===== config.mk =====
export PLATFORM = sky130hd
export DESIGN_NAME = hefm_top
export DESIGN_NICKNAME = d
export VERILOG_FILES = /design/src/logic/hefm_pkg.sv /design/src/logic/hefm_top.sv /design/src/logic/hefm_flag_reg.sv
export SDC_FILE = /design/constraint.sdc
export NUM_CORES = 1
export LEC_CHECK = 0
export ABC_CLOCK_PERIOD_IN_PS = 4390
export BUFFER_PORTS_ARGS = -buffer_cell sky130_fd_sc_hd__buf_2
export CORE_ASPECT_RATIO = 1.5
export CORE_MARGIN = 4
export CORE_UTILIZATION = 40
export CTS_CLUSTER_SIZE = 14
export DETAILED_ROUTE_END_ITERATION = 10
export GPL_TIMING_DRIVEN = 0
export HOLD_SLACK_MARGIN = 0.05
export SYNTH_ARGS = -nofsm -noshare
export SYNTH_HDL_FRONTEND = slang
export SYNTH_SLANG_ARGS = --single-unit

===== constraint.sdc =====
create_clock -name clk -period 4.39 [get_ports clk]
set_clock_uncertainty 0.05 [all_clocks]
set_input_delay 0.439 -clock clk [delete_from_list [all_inputs] [get_ports clk]]
set_output_delay 0.439 -clock clk [all_outputs]
set_load 0.02 [all_outputs]

===== src/logic/hefm_pkg.sv =====
/*
  constants for the haptic event flag and mask unit: register offsets,
  field positions, implemented bit widths and reset values.
  assumes nothing of its surroundings.
*/
package hefm_pkg;

  // ==========================================================
  // register offsets
  localparam logic [7:0] OFF_PER_FAULT_STATUS = 8'h00;
  localparam logic [7:0] OFF_FAULT_SUMMARY_STATUS = 8'h01;
  localparam logic [7:0] OFF_CONVERTER_ACTIVITY_STATUS = 8'h02;
  localparam logic [7:0] OFF_DRIVER_FAULT_EVENT_FLAGS = 8'h03;
  localparam logic [7:0] OFF_DRIVER_MISC_EVENT_FLAGS = 8'h04;
  localparam logic [7:0] OFF_CONVERTER_EVENT_FLAGS = 8'h05;
  localparam logic [7:0] OFF_DRIVER_FAULT_EVENT_ENABLE = 8'h06;
  localparam logic [7:0] OFF_DRIVER_MISC_EVENT_ENABLE = 8'h07;
  localparam logic [7:0] OFF_CONVERTER_EVENT_ENABLE = 8'h08;

  // ==========================================================
  // field positions
  localparam int POS_FAULT_SUMMARY = 0;
  localparam int POS_CONVERTER_ACTIVE = 1;
  localparam int POS_FAULT_SUMMARY_CHANGE = 0;
  localparam int POS_SUPPLY_UNDERVOLTAGE = 1;
  localparam int POS_VIBRATION_TIMEOUT = 2;
  localparam int POS_AUTOTUNE_COMPLETE = 3;
  localparam int POS_CONVERSION_COMPLETE = 0;
  localparam int POS_CONVERTER_ACTIVITY_CHANGE = 1;
  // per-fault status bits 7..3 are faults; 2 is thermal too; 1..0 are clock and lock
  localparam int POS_FIRST_FAULT = 2;

  // ==========================================================
  // widths and reset values
  localparam int DATA_W = 8;
  localparam int MISC_W = 4;
  localparam int CONV_W = 2;
  localparam logic [7:0] RST_FLAGS = 8'h00;
  localparam logic [7:0] RST_ENABLE = 8'h00;
  localparam logic [7:0] RST_RDATA = 8'h00;
  localparam logic [7:0] UNMAPPED_RDATA = 8'h00;

endpackage


===== src/logic/hefm_top.sv =====
/*
  haptic event flag and mask unit: status bits, three sticky event flag
  registers, three enable registers and a combined interrupt request.
  assumes register accesses arrive as single-cycle strobes from the device's
  serial slave, and all event inputs are synchronous to clk.
*/
//
// Function
// - the fault summary bit reads 1 while any fault keeps the driver locked, else 0.
// - the converter activity bit reads 1 while the converter is enabled and converting, 0 when disabled.
// - each driver fault flag bit sets when its per-fault status bit changes value.
// - the auto-tune complete flag sets when auto-tune finishes.
// - the vibration timeout flag sets on timeout expiry and the driver locks as a fault.
// - the supply undervoltage flag sets when the supply falls below lockout and the driver locks.
// - the fault summary change flag sets whenever the fault summary bit changes.
// - the converter activity change flag sets whenever the activity bit changes.
// - the conversion complete flag sets at each end of conversion.
// - the first enable register gates the driver fault flags bit for bit, 1 passing an event.
// - the second enable register bits 3..0 gate the misc flags, 1 passing an event.
// - the per-fault status register reports the eight driver conditions at bits 7..0.
// - the converter enable register gates the two converter flags, 1 passing an event.
`timescale 1ns/100ps
module hefm_top (
  // clock and reset
  input wire logic clk,
  input wire logic rst,
  // register port
  input wire logic [7:0] reg_addr,
  input wire logic reg_wr,
  input wire logic reg_rd,
  input wire logic [hefm_pkg::DATA_W-1:0] reg_wdata,
  output logic [hefm_pkg::DATA_W-1:0] reg_rdata_q,
  // event sources
  input wire logic [hefm_pkg::DATA_W-1:0] per_fault_status_in,
  input wire logic supply_undervoltage_in,
  input wire logic vibration_timeout_in,
  input wire logic autotune_done_in,
  input wire logic converter_enabled_in,
  input wire logic conversion_running_in,
  input wire logic conversion_end_in,
  // outputs
  output logic fault_summary_q,
  output logic converter_active_q,
  output logic irq_q
);
  import hefm_pkg::*;

  function automatic logic hit(input logic [7:0] addr, input logic [7:0] off);
    hit = (addr == off);
  endfunction

  logic [DATA_W-1:0] per_fault_status_q;
  logic [DATA_W-1:0] status_prev_q;
  logic fault_prev_q;
  logic active_prev_q;
  logic uvlo_prev_q;
  logic armed_q;
  logic [DATA_W-1:0] fault_en_q;
  logic [MISC_W-1:0] misc_en_q;
  logic [CONV_W-1:0] conv_en_q;
  logic [DATA_W-1:0] fault_flags_q;
  logic [MISC_W-1:0] misc_flags_q;
  logic [CONV_W-1:0] conv_flags_q;

  // ==========================================================
  // address decode
  wire wr_fault_flags = reg_wr && hit(reg_addr, OFF_DRIVER_FAULT_EVENT_FLAGS);
  wire wr_misc_flags = reg_wr && hit(reg_addr, OFF_DRIVER_MISC_EVENT_FLAGS);
  wire wr_conv_flags = reg_wr && hit(reg_addr, OFF_CONVERTER_EVENT_FLAGS);
  wire wr_fault_en = reg_wr && hit(reg_addr, OFF_DRIVER_FAULT_EVENT_ENABLE);
  wire wr_misc_en = reg_wr && hit(reg_addr, OFF_DRIVER_MISC_EVENT_ENABLE);
  wire wr_conv_en = reg_wr && hit(reg_addr, OFF_CONVERTER_EVENT_ENABLE);

  // ==========================================================
  // status
  // fault summary source
  wire fault_d = (|per_fault_status_q[DATA_W-1:POS_FIRST_FAULT]) | supply_undervoltage_in
    | misc_flags_q[POS_VIBRATION_TIMEOUT];
  wire active_d = converter_enabled_in & conversion_running_in;

  always_ff @(posedge clk or posedge rst) begin
    if (rst) begin
      per_fault_status_q <= RST_FLAGS;
      fault_summary_q <= 1'b0;
      converter_active_q <= 1'b0;
    end else begin
      per_fault_status_q <= per_fault_status_in;
      fault_summary_q <= fault_d;
      converter_active_q <= active_d;
    end
  end

  // history for change detection, armed one cycle after reset
  always_ff @(posedge clk or posedge rst) begin
    if (rst) begin
      status_prev_q <= RST_FLAGS;
      fault_prev_q <= 1'b0;
      active_prev_q <= 1'b0;
      uvlo_prev_q <= 1'b0;
      armed_q <= 1'b0;
    end else begin
      status_prev_q <= per_fault_status_q;
      fault_prev_q <= fault_summary_q;
      active_prev_q <= converter_active_q;
      uvlo_prev_q <= supply_undervoltage_in;
      armed_q <= 1'b1;
    end
  end

  // ==========================================================
  // flag sets
  // per-fault change
  wire [DATA_W-1:0] fault_chg = (per_fault_status_q ^ status_prev_q) & {DATA_W{armed_q}};
  wire [MISC_W-1:0] misc_set;
  wire [CONV_W-1:0] conv_set;
  assign misc_set[POS_AUTOTUNE_COMPLETE] = autotune_done_in;
  assign misc_set[POS_VIBRATION_TIMEOUT] = vibration_timeout_in;
  assign misc_set[POS_SUPPLY_UNDERVOLTAGE] = supply_undervoltage_in & ~uvlo_prev_q;
  assign misc_set[POS_FAULT_SUMMARY_CHANGE] = armed_q & (fault_summary_q ^ fault_prev_q);
  assign conv_set[POS_CONVERTER_ACTIVITY_CHANGE] = armed_q & (converter_active_q ^ active_prev_q);
  assign conv_set[POS_CONVERSION_COMPLETE] = conversion_end_in;

  // ==========================================================
  // sticky flags, write one to clear
  // write-one clear strobes
  hefm_flag_reg #(.WIDTH(DATA_W)) u_fault_flags (
    .clk(clk),
    .rst(rst),
    .set_in(fault_chg),
    .clr_in(reg_wdata & {DATA_W{wr_fault_flags}}),
    .flags_q(fault_flags_q)
  );
  hefm_flag_reg #(.WIDTH(MISC_W)) u_misc_flags (
    .clk(clk),
    .rst(rst),
    .set_in(misc_set),
    .clr_in(reg_wdata[MISC_W-1:0] & {MISC_W{wr_misc_flags}}),
    .flags_q(misc_flags_q)
  );
  hefm_flag_reg #(.WIDTH(CONV_W)) u_conv_flags (
    .clk(clk),
    .rst(rst),
    .set_in(conv_set),
    .clr_in(reg_wdata[CONV_W-1:0] & {CONV_W{wr_conv_flags}}),
    .flags_q(conv_flags_q)
  );

  // ==========================================================
  // enable registers
  always_ff @(posedge clk or posedge rst) begin
    if (rst) begin
      fault_en_q <= RST_ENABLE;
      misc_en_q <= RST_ENABLE[MISC_W-1:0];
      conv_en_q <= RST_ENABLE[CONV_W-1:0];
    end else begin
      if (wr_fault_en) begin
        fault_en_q <= reg_wdata;
      end
      if (wr_misc_en) begin
        misc_en_q <= reg_wdata[MISC_W-1:0];
      end
      if (wr_conv_en) begin
        conv_en_q <= reg_wdata[CONV_W-1:0];
      end
    end
  end

  // ==========================================================
  // interrupt request
  // driver fault gating
  wire fault_pend = |(fault_flags_q & fault_en_q);
  wire misc_pend = |(misc_flags_q & misc_en_q);
  wire conv_pend = |(conv_flags_q & conv_en_q);
  wire irq_d = fault_pend | misc_pend | conv_pend;

  always_ff @(posedge clk or posedge rst) begin
    if (rst) begin
      irq_q <= 1'b0;
    end else begin
      irq_q <= irq_d;
    end
  end

  // ==========================================================
  // read data
  wire [DATA_W-1:0] rd_mux =
    hit(reg_addr, OFF_PER_FAULT_STATUS) ? per_fault_status_q :
    hit(reg_addr, OFF_FAULT_SUMMARY_STATUS) ? (DATA_W'(fault_summary_q) << POS_FAULT_SUMMARY) :
    hit(reg_addr, OFF_CONVERTER_ACTIVITY_STATUS) ? (DATA_W'(converter_active_q) << POS_CONVERTER_ACTIVE) :
    hit(reg_addr, OFF_DRIVER_FAULT_EVENT_FLAGS) ? fault_flags_q :
    hit(reg_addr, OFF_DRIVER_MISC_EVENT_FLAGS) ? DATA_W'(misc_flags_q) :
    hit(reg_addr, OFF_CONVERTER_EVENT_FLAGS) ? DATA_W'(conv_flags_q) :
    hit(reg_addr, OFF_DRIVER_FAULT_EVENT_ENABLE) ? fault_en_q :
    hit(reg_addr, OFF_DRIVER_MISC_EVENT_ENABLE) ? DATA_W'(misc_en_q) :
    hit(reg_addr, OFF_CONVERTER_EVENT_ENABLE) ? DATA_W'(conv_en_q) : UNMAPPED_RDATA;

  always_ff @(posedge clk or posedge rst) begin
    if (rst) begin
      reg_rdata_q <= RST_RDATA;
    end else if (reg_rd) begin
      reg_rdata_q <= rd_mux;
    end
  end

  // ==========================================================
  // checks
  wire [DATA_W-1:0] fault_chg_raw = per_fault_status_q ^ status_prev_q;

  fault_summary_on_a: assert property (
    @(posedge clk) disable iff (rst)
    (|per_fault_status_q[DATA_W-1:POS_FIRST_FAULT]) |=> fault_summary_q)
    else $error("fault summary not set while a fault is present");

  converter_active_a: assert property (
    @(posedge clk) disable iff (rst)
    (converter_enabled_in && conversion_running_in) |=> converter_active_q ##0 $past(active_d))
    else $error("converter activity bit missed");

  converter_idle_a: assert property (
    @(posedge clk) disable iff (rst)
    !converter_enabled_in |=> !converter_active_q)
    else $error("converter activity bit set while disabled");

  fault_change_flag_a: assert property (
    @(posedge clk) disable iff (rst)
    (armed_q && fault_chg_raw != '0) |=> ((fault_flags_q & $past(fault_chg_raw)) == $past(fault_chg_raw)))
    else $error("per-fault change did not set its flag");

  autotune_flag_a: assert property (
    @(posedge clk) disable iff (rst)
    autotune_done_in |=> misc_flags_q[POS_AUTOTUNE_COMPLETE])
    else $error("auto-tune flag not set");

  timeout_lock_a: assert property (
    @(posedge clk) disable iff (rst)
    vibration_timeout_in |=> misc_flags_q[POS_VIBRATION_TIMEOUT] ##1 fault_summary_q)
    else $error("timeout did not flag and lock");

  uvlo_lock_a: assert property (
    @(posedge clk) disable iff (rst)
    (supply_undervoltage_in && !uvlo_prev_q) |=> misc_flags_q[POS_SUPPLY_UNDERVOLTAGE] && fault_summary_q)
    else $error("undervoltage did not flag and lock");

  summary_change_a: assert property (
    @(posedge clk) disable iff (rst)
    (armed_q && $changed(fault_summary_q)) |=> misc_flags_q[POS_FAULT_SUMMARY_CHANGE])
    else $error("fault summary change not flagged");

  activity_change_a: assert property (
    @(posedge clk) disable iff (rst)
    (armed_q && $changed(converter_active_q)) |=> conv_flags_q[POS_CONVERTER_ACTIVITY_CHANGE])
    else $error("activity change not flagged");

  conversion_end_a: assert property (
    @(posedge clk) disable iff (rst)
    conversion_end_in |=> conv_flags_q[POS_CONVERSION_COMPLETE])
    else $error("end of conversion not flagged");

  masked_quiet_a: assert property (
    @(posedge clk) disable iff (rst)
    (fault_en_q == '0 && misc_en_q == '0 && conv_en_q == '0) |=> !irq_q)
    else $error("interrupt raised with every enable at zero");

  irq_follow_a: assert property (
    @(posedge clk) disable iff (rst)
    (fault_pend || misc_pend || conv_pend) |=> irq_q)
    else $error("interrupt not raised for an enabled flag");

  flag_hold_a: assert property (
    @(posedge clk) disable iff (rst)
    !wr_fault_flags |=> ((fault_flags_q & $past(fault_flags_q)) == $past(fault_flags_q)))
    else $error("flag dropped without a clearing write");

endmodule // hefm_top


===== src/logic/hefm_flag_reg.sv =====
/*
  sticky event flag register of parameter width: set wins over clear.
  assumes clear strobes come from a write-one-to-clear decode.
*/
`timescale 1ns/100ps
module hefm_flag_reg #(
  parameter int WIDTH = 8
) (
  // clock and reset
  input wire logic clk,
  input wire logic rst,
  // set and clear strobes
  input wire logic [WIDTH-1:0] set_in,
  input wire logic [WIDTH-1:0] clr_in,
  // flag state
  output logic [WIDTH-1:0] flags_q
);
  import hefm_pkg::*;

  logic [WIDTH-1:0] flags_d;

  // refuse widths that the register port cannot read back
  if (WIDTH < 1 || WIDTH > DATA_W) begin : g_bad_width
    $error("flag width out of range");
  end

  // ==========================================================
  // sticky update
  // hold until cleared
  assign flags_d = (flags_q & ~clr_in) | set_in;

  always_ff @(posedge clk or posedge rst) begin
    if (rst) begin
      flags_q <= '0;
    end else begin
      flags_q <= flags_d;
    end
  end

endmodule // hefm_flag_reg


==> flow_summary.toml, run 1 <==
[clock_tree]
cts_buffers = 9
clk-insertion-delay-late_ps = 340
cts_setup_buffers = 0
holdBufCountCts = 0
root_buffer = "clkbuf_8"
cts_tree = "done"
cts_max_level = 3
clockBufferDepth = 2
cts.sinks = 59
clkTransAtPathRegs_ps = 70
postCtsResizedCells = 0

[floorplan]
coreArea_sq_um = 6220
ios = 45
start_util_pct = 41.8
rows = 35
die_w_um = 73.8
die_y_um = 107
die_area_sq_um = 7880

[power_and_ir_drop]
vdd_drop_max_mv = 0.262
power.leakage_nw = 1.36
power_density_nw_per_um2 = 380

[detailed_routing]
first_iter_violations = 119
drc_errors = 0
routedWlPerCell_um = 17.8
routed-via-count = 1919
drt_first_pass_iters = 4
vias_per_cell = 5.41
routed_wl_um = 6300
ant_nets = 0

[global_route]
use_met2_pct = 29.6
grt_pass1_vias = 1976
gr-usage-met3_pct = 4.13
grt_util_all_layers_pct = 17.6
antenna_found_initial = 0
globalRouteMet1Util_pct = 21.0
grt_busiest_layer = "met2"
grt_max_degree = 40
grt_pass1_wl_um = 10200
globalRouteOverflowTotal = 0

[logic_synthesis]
synth-simple-area-share_pct = 13.4
synth_area_sq_um = 2600
ys_ff_latch = 59
synth-edff-count = 0
synth_top_area_share_pct = 56.8
synthArstFlopShare_pct = 100
synth_mux_area_share_pct = 6.88
synthAdderAreaFrac_pct = 0
synth_area_leaders = "dfrtp_1 57%, mux2_2 6.5%, a22o_1 6.1%, xor2_1 3.4%, nand2_1 3.3%"
ys_types = 40
ys_seq_area_share_pct = 56.8
synth_area_per_cell_sq_um = 11.6
synthFlopType = "dfrtp_1"
synth-compound-area-share_pct = 16.9
synth_top_cell_by_area = "dfrtp_1"
syn_nets = 258
synth_top_family_by_area = "compound AO/OA/AOI/OAI gates"
ys_warn_count = 0
synthCells = 224
synth_xor_area_share_pct = 3.37

[worst_setup_path]
path_max_fanout = 8
critPathBufInv = 1
path_depth = 6
rr_worst_depth = 4
cp.required_ps = 4560
crit_family = "simple AND/OR/NAND/NOR gates"
crit_chain = "buf_2, or4_4, nor3_4, nand2_2, nor3b_4, mux2_2"
cp_data_arrival_time_ps = 2400
cp_slowest_cell = "or4_4"
cpPeakStageDelay_ps = 550
critPathKind = "input port to flop"
r2r_start = "u_fault_flags.flags_q[1]"
endpoint_kind = "flop"
rr_endpoint = "irq_q"
start_kind = "input port"
reg2reg_slack_ps = 2910

[place]
place_hpwl_um = 4670
port_buffers = 41
gp_congestion = 0.913

[sta]
worst_pin_slew_ps = 636
finalCritPeriodShare_pct = 50.8
hold_ws_ps = 67.8
grt_setup_unrepaired = "no"
hold_viol = 0
slew_headroom_pct = 57.3
finalMaxSlewViolations = 0
tns_ps = 0
setup_violations = 0
max_freq_ghz = 0.449
period_needed_ps = 2230

[final_layout]
nets = 311
diodes = 0
drive_gt1_share_pct = 28.5
syn2layout_area_growth_pct = 19.8
fillers = 597

[status]
status = "completed"

[worst_hold_path]
hp-class = "input port to async pin"

[flow_run]
maxCapViolations = 0
## cell usage after synthesis (2+ instances only)
cell and count:
nand4_1 3, a221oi_1 2, inv_1 6, nand2_1 23
mux2_2 15, nor4_1 3, buf_1 2, o21ai_0 3
a21oi_1 11, nor2_1 9, a22o_1 18, nor3_1 2
xor2_1 10, a21o_1 3, clkbuf_1 8, a31oi_1 5
a32oi_1 2, nor2b_1 4, dfrtp_1 59, a22oi_1 10
or3_1 2, nand2b_1 6
## worst max-delay path by stage
stage,to,startpoint
2_1_floorplan,fault_en_q[0],reg_addr[7]
3_3_place_gp,active_prev_q,rst
3_5_place_dp,fault_en_q[7],reg_addr[7]
4_1_cts,fault_en_q[7],reg_addr[7]
5_1_grt,u_fault_flags.flags_q[0],reg_addr[7]
6_report,fault_en_q[7],reg_addr[7]
## sequential cells by signal, indices dropped and copies added, names as in the netlist, 2 cells and up
register,flops
conv_en_q,2
per_fault_status_q,8
u_fault_flags.flags_q,8
misc_en_q,4
reg_rdata_q,8
status_prev_q,8
u_misc_flags.flags_q,4
fault_en_q,8
u_conv_flags.flags_q,2
## kinds of logic after synthesis
logic type,after synthesis
buffers and inverters,17
other,1
flip-flops,59
AND/OR/NAND/NOR,61
XOR/XNOR,10
multiplexers,16
AO/OA/AOI/OAI,60
## layout make-up
type / count / area (sq um) / area share (%)
Timing Repair Buffer: 42 / 225 / 7.23
Sequential cell: 59 / 1480 / 47.4
Tap cell: 74 / 92.6 / 2.97
Clock inverter: 1 / 5.00 / 0.161
Inverter: 6 / 22.5 / 0.723
Buffer: 11 / 42.5 / 1.37
Multi-Input combinational cell: 148 / 1060 / 34.0
Clock buffer: 14 / 193 / 6.18
## report_power, final
part / switching [mW] / internal, mW
registers: 0.0162 / 0.568
clock network: 0.202 / 0.278
logic: 0.0712 / 0.0481
total: 0.289 / 0.894
## through the flow
| step | setup slack (ps) | area, sq um | utilization (%) | power (mW) | cells |
|---|---|---|---|---|---|
| after floorplan | 2250 | 2600 | - | 0.665 | 224 |
| final | 2160 | 3120 | 50.1 | 1.18 | 355 |
| after CTS | 2180 | 3120 | 50.1 | 1.19 | 355 |
| after global placement | 1690 | 2900 | 46.6 | 0.712 | 339 |
| after detailed placement | 1830 | 2920 | 46.9 | 0.715 | 340 |
| after global routing | 2030 | 3120 | 50.1 | 1.24 | 355 |
## cells in the final DEF, fill, tap and decap left out, types with 4 or more instances in the layout
cell type	Yosys	layout
inv_1	6	5
nand2b_1	6	6
nor2b_1	4	4
a31oi_1	5	5
clkbuf_8	0	14
xor2_1	10	10
a22o_1	18	18
nand2_1	23	23
nor2_1	9	9
a22oi_1	10	10
dfrtp_1	59	59
buf_2	1	42
mux2_2	15	15
a21oi_1	11	11
clkbuf_1	8	8
## per-layer routing
layer / share of wire (%) / up-vias / wire, um
li1: - / 922 / -
met1: 42 / 938 / 2650
met2: 51 / 45 / 3240
met3: 4.2 / 14 / 266
met4: 2.3 / 0 / 147
met5: 0 / - / 0
(Power assumes the default switching activity.)
==> run 2, diff against run 1 <==
- ABC_CLOCK_PERIOD_IN_PS: 4390 -> 1900
- clock period: 4.39 -> 1.9 ns (I/O delays scaled with it)
==> flow_summary.toml, run 2 (synthesis results as in run 1) <==
[status]
status = "completed"

[detailed_routing]
routedWlPerCell_um = 17.5
first_iter_violations = 124
drt_first_pass_iters = 4
ant_nets = 0
routed_wl_um = 6570
routed-via-count = 2011
vias_per_cell = 5.36
drc_errors = 0

[place]
port_buffers = 41
gp_congestion = 0.913
place_hpwl_um = 4670

[floorplan]
rows = 35
die_w_um = 73.8
coreArea_sq_um = 6220
die_y_um = 107
start_util_pct = 41.8
die_area_sq_um = 7880
ios = 45

[power_and_ir_drop]
p_switching_mw = 0.672
power_frac_comb_pct = 11.1
swShare_pct = 24.3
p_clk_share_pct = 40.0
seq_power_share_pct = 48.9
vdd_drop_max_mv = 0.607
power_density_nw_per_um2 = 829
power.leakage_nw = 1.46
p_int_mw = 2.09

[worst_setup_path]
crit_start = "reg_addr[7]"
cp.required_ps = 2060
start_kind = "input port"
endpoint_kind = "flop"
r2r_start = "u_misc_flags.flags_q[2]"
critPathKind = "input port to flop"
path_max_fanout = 5
cp_data_arrival_time_ps = 2020
rr_worst_depth = 4

[final_layout]
final_cell_mix = "59 x dfrtp_1, 42 x buf_2, 23 x nand2_1"
diodes = 0
fillers = 583
syn2layout_area_growth_pct = 28.0
nets = 331
multi_input_area_sq_um = 1080
ff_latch_area_sq_um = 1480
drive_gt1_share_pct = 28.9
layout_commonest_cell = "dfrtp_1"

[sta]
finalCritPeriodShare_pct = 97.8
finalMaxSlewViolations = 0
hold_ws_ps = 61.9
tns_ps = 0
grt_setup_unrepaired = "no"
max_freq_ghz = 0.538
period_needed_ps = 1860
setup_violations = 0
slew_headroom_pct = 61.4
hold_viol = 0
worst_pin_slew_ps = 579

[clock_tree]
clk-insertion-delay-late_ps = 330
cts_max_level = 3
cts_tree = "done"
clkTransAtPathRegs_ps = 60
clockBufferDepth = 2
cts_buffers = 9
root_buffer = "clkbuf_8"
cts.sinks = 59

[global_route]
antenna_found_initial = 0
grt_pass1_vias = 2060
grt_util_all_layers_pct = 18.2
grt_pass1_wl_um = 10600
globalRouteOverflowTotal = 0
grt_max_degree = 40

[worst_hold_path]
hp-class = "input port to flop"
worstHoldStart = "reg_wdata[7]"
holdPathStages = 2

[flow_run]
maxCapViolations = 0
[run 2: power groups by stage]
stage	Clock (mW)	Sequential, mW	Combinational [mW]
CTS	1.13	1.35	0.305
global placement	0	1.37	0.272
floorplan	0	1.39	0.146
detailed placement	0	1.37	0.278
finish	1.10	1.35	0.305
global route	1.20	1.36	0.336
[run 2: timing repair]
item                                   4_1_cts  5_1_grt
pin swaps                                    2        1
gates resized for setup                      1        3
hold buffers                                16        0
setup buffers                                2        2
setup endpoints to repair                   16       15
endpoints found under the hold margin       34        0
[run 2: stage by stage]
step | setup slack (ps) | cell area, sq um | utilization [%] | std cells | power, mW
after floorplan | 7.66 | 2600 | - | 224 | 1.54
after global placement | -552 | 2900 | 46.6 | 339 | 1.64
after detailed placement | -410 | 2920 | 46.9 | 340 | 1.65
after CTS | 42.1 | 3300 | 53.1 | 373 | 2.78
after global routing | 5.66 | 3330 | 53.5 | 375 | 2.89
final | 41.2 | 3330 | 53.5 | 375 | 2.76
[run 2: layout make-up]
cell class / instances / area share [%]
buffer: 11 / 1.28
inverter: 6 / 0.677
multi-input combinational: 148 / 32.5
timing repair buffer: 62 / 12.5
tap: 74 / 2.78
clock inverter: 1 / 0.150
sequential: 59 / 44.4
clock buffer: 14 / 5.79
[run 2: path summary, 6_finish.rpt]
kind / to / slack (ps)
max: misc_en_q[2] / 40
min: fault_en_q[7] / 60
max reg2reg: irq_q / 420
min reg2reg: active_prev_q / 380
max in group asynchronous: reg_rdata_q[7] / 850
min in group asynchronous: fault_en_q[0] / 390
[run 2: worst max-delay path: stages]
cell,delay [ps]
buf_2,110
or4_4,550
nor3_4,260
nand2_2,130
nor2_1,390
mux2_2,390
[run 2: layer usage]
| metal | wire length, um | share of wire, % | global-route usage, % |
|---|---|---|---|
| met4 | 127 | 1.9 | 7.51 |
| met3 | 256 | 3.9 | 3.94 |
| met1 | 2710 | 41 | 21.6 |
| met5 | 0 | 0 | 0 |
| met2 | 3470 | 53 | 31.1 |
